<file path="config.mk">
export PLATFORM = sky130hd
export DESIGN_NAME = oht_output_hold_timers
export DESIGN_NICKNAME = d
export VERILOG_FILES = /design/src/logic/oht_tick_div.v /design/src/logic/oht_line_timer.v /design/src/logic/oht_output_hold_timers.v
export VERILOG_INCLUDE_DIRS = /design/src /design/src/logic
export SDC_FILE = /design/constraint.sdc
export NUM_CORES = 2
export LEC_CHECK = 0
export BUFFER_PORTS_ARGS = -buffer_cell sky130_fd_sc_hd__buf_2
export CAP_MARGIN = 20
export CORE_UTILIZATION = 55
export DETAILED_ROUTE_END_ITERATION = 8
export GPL_TIMING_DRIVEN = 0
export PLACE_DENSITY = 0.8
export SYNTH_ARGS = -nofsm -noshare
export SYNTH_HDL_FRONTEND = slang
export SYNTH_SLANG_ARGS = --single-unit
</file>
<file path="constraint.sdc">
create_clock -name clk_sys_in -period 2.6 [get_ports clk_sys_in]
set_input_delay 0.39 -clock clk_sys_in [delete_from_list [all_inputs] [get_ports clk_sys_in]]
set_output_delay 0.39 -clock clk_sys_in [all_outputs]
set_load 0.02 [all_outputs]
</file>
<file path="src/logic/oht_map.vh">
// Behaviour
// - After a level command changes a line with a nonzero hold setting, the line keeps that level for its hold time and then returns to its default level.
// - Each line's hold setting takes 0 to 0x1770 in 100 ms steps and resets to zero.
// - Hold settings for lines 15 to 19 exist only on the surface package, not on the pin insert package.
// - Bit n of the level word drives line n, and its hold time comes from line n's own setting.
// - The level word is limited to 0x7fff on the pin insert package and 0xfffff on the surface package.
// - A level bit acts only when its output enable mask bit is set.
// - A line's default level is low for configuration code 4 and high for code 5.
`ifndef OHT_MAP_VH
`define OHT_MAP_VH

// ----------------------------------------
// Register byte offsets
// ----------------------------------------
`define OHT_ADDR_LEVEL 12'h000
`define OHT_ADDR_MASK 12'h004
`define OHT_ADDR_CFG_LO 12'h008
`define OHT_ADDR_CFG_HI 12'h00c
`define OHT_ADDR_STATE 12'h010
`define OHT_ADDR_ACTIVE 12'h014
`define OHT_ADDR_VARIANT 12'h018
`define OHT_ADDR_HOLD0 12'h040

// ----------------------------------------
// Fields and reset values
// ----------------------------------------
`define OHT_HOLD_MAX 13'h1770
`define OHT_HOLD_W 13
`define OHT_MASK_SURFACE 20'hfffff
`define OHT_MASK_PIN_INSERT 20'h07fff
`define OHT_CFG_LOW 3'h4
`define OHT_CFG_HIGH 3'h5
`define OHT_CFG_RESET 3'h4
`define OHT_CFG_W 3

// ----------------------------------------
// Timing
// ----------------------------------------
`define OHT_TICK_MS 100
`define OHT_CLK_MHZ 250
`define OHT_TICK_CYCLES (`OHT_TICK_MS * 1000 * `OHT_CLK_MHZ)

`endif

</file>
<file path="src/logic/oht_tick_div.v">
`timescale 1ns/100ps
`default_nettype none
module oht_tick_div #(
  parameter integer TICK_CYCLES = 25000000
) (
  input wire clk_sys_in,
  input wire reset_n_in,
  output reg tick_out
);
  reg [31:0] count_reg;

  always @(posedge clk_sys_in or negedge reset_n_in) begin
    if (!reset_n_in) begin
      count_reg <= 32'h0;
      tick_out <= 1'b0;
    end else if (count_reg == TICK_CYCLES - 1) begin
      count_reg <= 32'h0;
      tick_out <= 1'b1;
    end else begin
      count_reg <= count_reg + 32'h1;
      tick_out <= 1'b0;
    end
  end
endmodule
`default_nettype wire

</file>
<file path="src/logic/oht_line_timer.v">
`timescale 1ns/100ps
`default_nettype none
`include "oht_map.vh"
module oht_line_timer (
  input wire clk_sys_in,
  input wire reset_n_in,
  input wire tick_in,
  input wire load_in,
  input wire [`OHT_HOLD_W-1:0] hold_in,
  output reg active_out,
  output reg expire_out
);
  reg [`OHT_HOLD_W-1:0] remain_reg;

  always @(posedge clk_sys_in or negedge reset_n_in) begin
    if (!reset_n_in) begin
      remain_reg <= {`OHT_HOLD_W{1'b0}};
      active_out <= 1'b0;
      expire_out <= 1'b0;
    end else begin
      expire_out <= 1'b0;
      if (load_in) begin
        remain_reg <= hold_in;
        active_out <= (hold_in != {`OHT_HOLD_W{1'b0}});
      end else if (active_out && tick_in) begin
        if (remain_reg == {{(`OHT_HOLD_W-1){1'b0}}, 1'b1}) begin
          active_out <= 1'b0;
          expire_out <= 1'b1;
        end
        remain_reg <= remain_reg - {{(`OHT_HOLD_W-1){1'b0}}, 1'b1};
      end
    end
  end
endmodule
`default_nettype wire

</file>
<file path="src/logic/oht_output_hold_timers.v">
// The register offsets and the APB slave port were decided locally.
`timescale 1ns/100ps
`default_nettype none
`include "oht_map.vh"
module oht_output_hold_timers #(
  parameter integer NUM_LINES = 20,
  parameter integer SURFACE_PACKAGE = 1,
  parameter integer TICK_CYCLES = `OHT_TICK_CYCLES
) (
  // Clock and reset
  input wire clk_sys_in,
  input wire reset_n_in,
  // APB slave
  input wire psel_in,
  input wire penable_in,
  input wire pwrite_in,
  input wire [11:0] paddr_in,
  input wire [31:0] pwdata_in,
  output reg [31:0] prdata_out,
  output reg pready_out,
  output reg pslverr_out,
  // Lines
  output reg [19:0] digital_line_out
);
  // ----------------------------------------
  // Variant limits
  // ----------------------------------------
  wire [19:0] variant_mask;
  assign variant_mask = (SURFACE_PACKAGE != 0) ? `OHT_MASK_SURFACE :
    `OHT_MASK_PIN_INSERT;

  // ----------------------------------------
  // Registers
  // ----------------------------------------
  reg [19:0] output_enable_mask_reg;
  reg [19:0] level_reg;
  reg [`OHT_CFG_W-1:0] cfg_reg [0:19];
  reg [`OHT_HOLD_W-1:0] hold_reg [0:19];
  reg [19:0] default_level;
  reg [19:0] load_vec;
  wire [19:0] active_vec;
  wire [19:0] expire_vec;
  wire tick;
  wire wr_en;
  wire rd_en;
  wire hold_hit;
  wire [4:0] hold_idx;
  wire [11:0] hold_off;
  wire [19:0] cmd_level;
  integer i;
  integer j;
  integer k;

  // Write lands on the completing edge
  assign wr_en = psel_in && penable_in && pwrite_in && pready_out;
  assign rd_en = psel_in && penable_in && !pwrite_in && !pready_out;
  assign hold_off = paddr_in - `OHT_ADDR_HOLD0;
  assign hold_idx = hold_off[6:2];
  assign hold_hit = (paddr_in >= `OHT_ADDR_HOLD0) &&
    (hold_off[11:7] == 5'h00) && (hold_off[1:0] == 2'h0) &&
    (hold_idx < 5'd20) && variant_mask[hold_idx];
  assign cmd_level = pwdata_in[19:0] & variant_mask;

  // ----------------------------------------
  // Tick and per-line timers
  // ----------------------------------------
  oht_tick_div #(
    .TICK_CYCLES(TICK_CYCLES)
  ) u_div (
    .clk_sys_in(clk_sys_in),
    .reset_n_in(reset_n_in),
    .tick_out(tick)
  );

  genvar g;
  generate
    for (g = 0; g < 20; g = g + 1) begin : g_line
      oht_line_timer u_timer (
        .clk_sys_in(clk_sys_in),
        .reset_n_in(reset_n_in),
        .tick_in(tick),
        .load_in(load_vec[g]),
        .hold_in(hold_reg[g]),
        .active_out(active_vec[g]),
        .expire_out(expire_vec[g])
      );
    end
  endgenerate

  always @* begin
    for (j = 0; j < 20; j = j + 1) begin
      default_level[j] = (cfg_reg[j] == `OHT_CFG_HIGH);
      load_vec[j] = wr_en && (paddr_in == `OHT_ADDR_LEVEL) &&
        output_enable_mask_reg[j] && variant_mask[j];
    end
  end

  // ----------------------------------------
  // Register writes and line drive
  // ----------------------------------------
  always @(posedge clk_sys_in or negedge reset_n_in) begin
    if (!reset_n_in) begin
      output_enable_mask_reg <= 20'h00000;
      level_reg <= 20'h00000;
      digital_line_out <= 20'h00000;
      for (i = 0; i < 20; i = i + 1) begin
        cfg_reg[i] <= `OHT_CFG_RESET;
        hold_reg[i] <= {`OHT_HOLD_W{1'b0}};
      end
    end else begin
      for (i = 0; i < 20; i = i + 1) begin
        if (load_vec[i]) begin
          digital_line_out[i] <= cmd_level[i];
          level_reg[i] <= cmd_level[i];
        end else if (expire_vec[i] || !variant_mask[i]) begin
          digital_line_out[i] <= default_level[i] & variant_mask[i];
        end
      end
      if (wr_en) begin
        if (paddr_in == `OHT_ADDR_MASK)
          output_enable_mask_reg <= cmd_level;
        if (paddr_in == `OHT_ADDR_CFG_LO)
          for (i = 0; i < 10; i = i + 1)
            if (pwdata_in[i*3 +: 3] == `OHT_CFG_LOW ||
              pwdata_in[i*3 +: 3] == `OHT_CFG_HIGH)
              cfg_reg[i] <= pwdata_in[i*3 +: 3];
        if (paddr_in == `OHT_ADDR_CFG_HI)
          for (i = 0; i < 10; i = i + 1)
            if (variant_mask[i+10] &&
              (pwdata_in[i*3 +: 3] == `OHT_CFG_LOW ||
              pwdata_in[i*3 +: 3] == `OHT_CFG_HIGH))
              cfg_reg[i+10] <= pwdata_in[i*3 +: 3];
        if (hold_hit && pwdata_in[12:0] <= `OHT_HOLD_MAX &&
          pwdata_in[31:13] == 19'h0)
          hold_reg[hold_idx] <= pwdata_in[12:0];
      end
    end
  end

  // ----------------------------------------
  // APB answer
  // ----------------------------------------
  reg [31:0] rdata_next;
  reg err_next;
  always @* begin
    rdata_next = 32'h0;
    err_next = 1'b0;
    if (hold_hit) begin
      rdata_next = {19'h0, hold_reg[hold_idx]};
    end else begin
      case (paddr_in)
        `OHT_ADDR_LEVEL: rdata_next = {12'h0, level_reg};
        `OHT_ADDR_MASK: rdata_next = {12'h0, output_enable_mask_reg};
        `OHT_ADDR_CFG_LO: begin
          for (k = 0; k < 10; k = k + 1)
            rdata_next[k*3 +: 3] = cfg_reg[k];
        end
        `OHT_ADDR_CFG_HI: begin
          for (k = 0; k < 10; k = k + 1)
            rdata_next[k*3 +: 3] = cfg_reg[k+10];
        end
        `OHT_ADDR_STATE: rdata_next = {12'h0, digital_line_out};
        `OHT_ADDR_ACTIVE: rdata_next = {12'h0, active_vec};
        `OHT_ADDR_VARIANT: rdata_next = {12'h0, variant_mask};
        default: err_next = 1'b1;
      endcase
    end
  end

  always @(posedge clk_sys_in or negedge reset_n_in) begin
    if (!reset_n_in) begin
      pready_out <= 1'b0;
      prdata_out <= 32'h0;
      pslverr_out <= 1'b0;
    end else if (psel_in && penable_in && !pready_out) begin
      pready_out <= 1'b1;
      pslverr_out <= err_next;
      prdata_out <= rd_en ? rdata_next : 32'h0;
    end else begin
      pready_out <= 1'b0;
      pslverr_out <= 1'b0;
    end
  end
endmodule
`default_nettype wire

</file>
==> results.md <==
- Mean Syn Cell Area: 10.9 sq um
- DR vias: 30200
- Synth async-reset ratio: 100%
- Startpoint types: input port
- Most frequent cells in the layout: dfrtp_1, nor2_1, a21oi_1
- Yosys warns: 0
- Total congestion overflow: 0
- Final Skew: 0.0290 ns
- First-pass GRT wire length: 189000 um
- Port Buffers: 97
- CTS clk-pin slew, worst paths: 0.07 ns
- Worst-Margin Slew: 1.20 ns
- EDFF count, synth: 0
- Syn Inst Count: 3456
- Global-route usage over all layers: 36.7%
- CTS tree: done
- Total of max-cap violations: 0
- TritonRoute pass-1 iters: 6
- Design Area, Final: 42300 sq um
- Drt total wl: 128000 um
- Max-slew violation total from the final report: 0
- Nets: 3740
- Io pins: 103
- Initial Util: 55.7%
- Clock buffer depth: 3
- Worst slew margin: 19.9%
- Layout cells sized above 1: 20.0%
- Worst Path Arrival: 3.21 ns
- Mapped Area: 37500 sq um
- Vias in the first global route: 29600
- Die Ht: 263 um
- Peak VDD IR: 0.471 mV
- Final worst path period share: 104%
- DR DRC count: 0
- Final ANT Viol Nets: 0
- Core Region: 67400 sq um
- Leakage power: 0.0188 uW
- Worst r2r src: pready_out
- Synth cell types: 75
- #FFs+latches synth: 745
- Post-DP HPWL: 93000 um
- CP Class: in -> reg
- Synth Flop Type: dfrtp_1
- Fmax: 370 MHz
- Register area share after synthesis: 49.7%
- Post-place instance area: 39400 sq um
- Failing checks: negative setup slack
- Power per cell area: 574 nW/um^2
- H-tree levels: 3
- Setup violators final: 5
- DIE AREA: 69300 sq um
- Num Clock Sinks: 745
- CP max FO: 10
- CP Capture Type: flop
- Fin. Hold Viols: 0
- Initial DRC count: 3591
- Hold Path Class: in -> reg
- CP startpoint: paddr_in[2]
- Area delta synth->final: 12.8%
- Depth of the most critical reg-to-reg path: 6
- Global placer's final weighted congestion: 1.08
- Pin count of the biggest net entering global routing: 126
- Final worst setup slack: -0.102 ns
- CP required: 3.11 ns
- Unrepaired setup endpoints after global routing: yes
- WL/cell: 27.8 um
- Initial antenna violation count: 11
- Final Core Density: 62.8%
- Outcome: complete, but fails checks
- Vias/cell: 6.57
- Reg2reg end: g_line[7].u_timer.remain_reg[3]
- Final Critical Period: 2.70 ns
- Worst-Skew Late Latency: 0.65 ns
- Root buffer cell: clkbuf_16
- Num CTS Buffers: 78
- Std-Cell Rows: 95
- Die width: 263 um
- Commonest non-fill, non-tap cell in the layout: dfrtp_1
- End of the critical path: prdata_out[5]
- R2R setup slack: -0.01 ns
[synth_stat cells (all sizes together) (14+ instances only)]
master / count / area (sq um)
xor2: 97 / 850
nand4: 37 / 407
and3: 14 / 87.6
or2: 24 / 150
nor2: 391 / 1480
a22oi: 27 / 203
clkbuf: 138 / 518
xnor2: 166 / 1450
buf: 59 / 392
a21oi: 323 / 1620
nand3: 102 / 510
and4b: 19 / 190
nor2b: 35 / 219
nand4b: 14 / 141
dfrtp: 725 / 18100
inv: 66 / 248
nand2: 166 / 623
mux4: 40 / 901
mux2: 344 / 4020
or3: 28 / 175
o21ai: 56 / 280
or4: 48 / 360
nand3b: 23 / 173
dfstp: 20 / 526
nor3: 112 / 566
mux2i: 86 / 861
nor4bb: 14 / 140
nor4: 109 / 688
ha: 43 / 538
a22o: 16 / 140
[critical path, cell delays in order]
cell,delay (ns)
clkbuf_1,0.24
buf_2,0.40
clkbuf_4,0.43
mux2i_1,0.40
a22oi_1,0.29
and3_1,0.36
a2111oi_1,0.52
o31ai_1,0.15
[routing by layer]
metal	track usage [%]	vias to the layer above	routed length, um
met4	20.0	6	7990
met2	54.6	1696	55400
li1	-	12800	-
met5	0	-	35
met1	47.2	15200	48900
met3	12.6	454	15300
[timing repair]
action	4_1_cts	5_1_grt
endpoints found under the setup margin	424	280
setup buffers	0	3
hold buffers	1	0
gates cloned	0	0
endpoints found under the hold margin	55	0
resized for setup	41	40
[how the worst min path moves through the flow]
stage,startpoint,endpoint,slack (ns),cells after the start
5_1_grt,pwdata_in[27],cfg_reg[30],0.04,2
3_3_place_gp,u_div.count_reg[0],u_div.count_reg[0],0.44,1
4_1_cts,pwdata_in[27],cfg_reg[30],0.03,2
2_1_floorplan,reset_n_in,cfg_reg[0],0.09,0
6_report,pwdata_in[27],cfg_reg[30],0.05,2
3_5_place_dp,reset_n_in,g_line[16].u_timer.remain_reg[6],0.37,1
[power by group]
part / switching, uW / leakage [uW] / internal, uW
combinational: 805 / 0.00847 / 208
clock: 4960 / 0.00131 / 6740
sequential: 2.48 / 0.00905 / 11600
[per-stage QoR]
step                hold slack, ns  setup slack, ns  TNS [ns]  cells  total power (uW)
global route                0.0390         -0.00767   -0.0243   4586             24800
global placement             0.439           -14.42         -   4427             12700
finish                      0.0495           -0.102    -0.269   4590             24300
detailed placement           0.368            -1.37   -490.11   4439             12800
CTS                         0.0332        0.0000242         0   4580             24300
floorplan                   0.0944           0.0460         0   3457             12100
[cell type report]
type,count,area [sq um]
sequential,745,18700
inverter,66,248
fill,5203,25100
antenna,6,15.0
multi-input combinational,2449,17900
buffer,194,978
tap,873,1090
timing repair buffer,114,805
clock inverter,35,417
clock buffer,108,2260
[cells by family (layout without fill, tap and decap cells)]
kind of cell	after synthesis	in the layout	share of synthesized area (%)
AO/OA/AOI/OAI	495	495	7.63
XOR/XNOR	263	263	6.14
adder cells (fa/ha/maj)	43	43	1.43
buffers and inverters	263	517	3.08
flip-flops	745	745	49.7
multiplexers	470	470	15.4
other	1	8	0.00999
AND/OR/NAND/NOR	1176	1176	16.6
(Power assumes the default switching activity.)
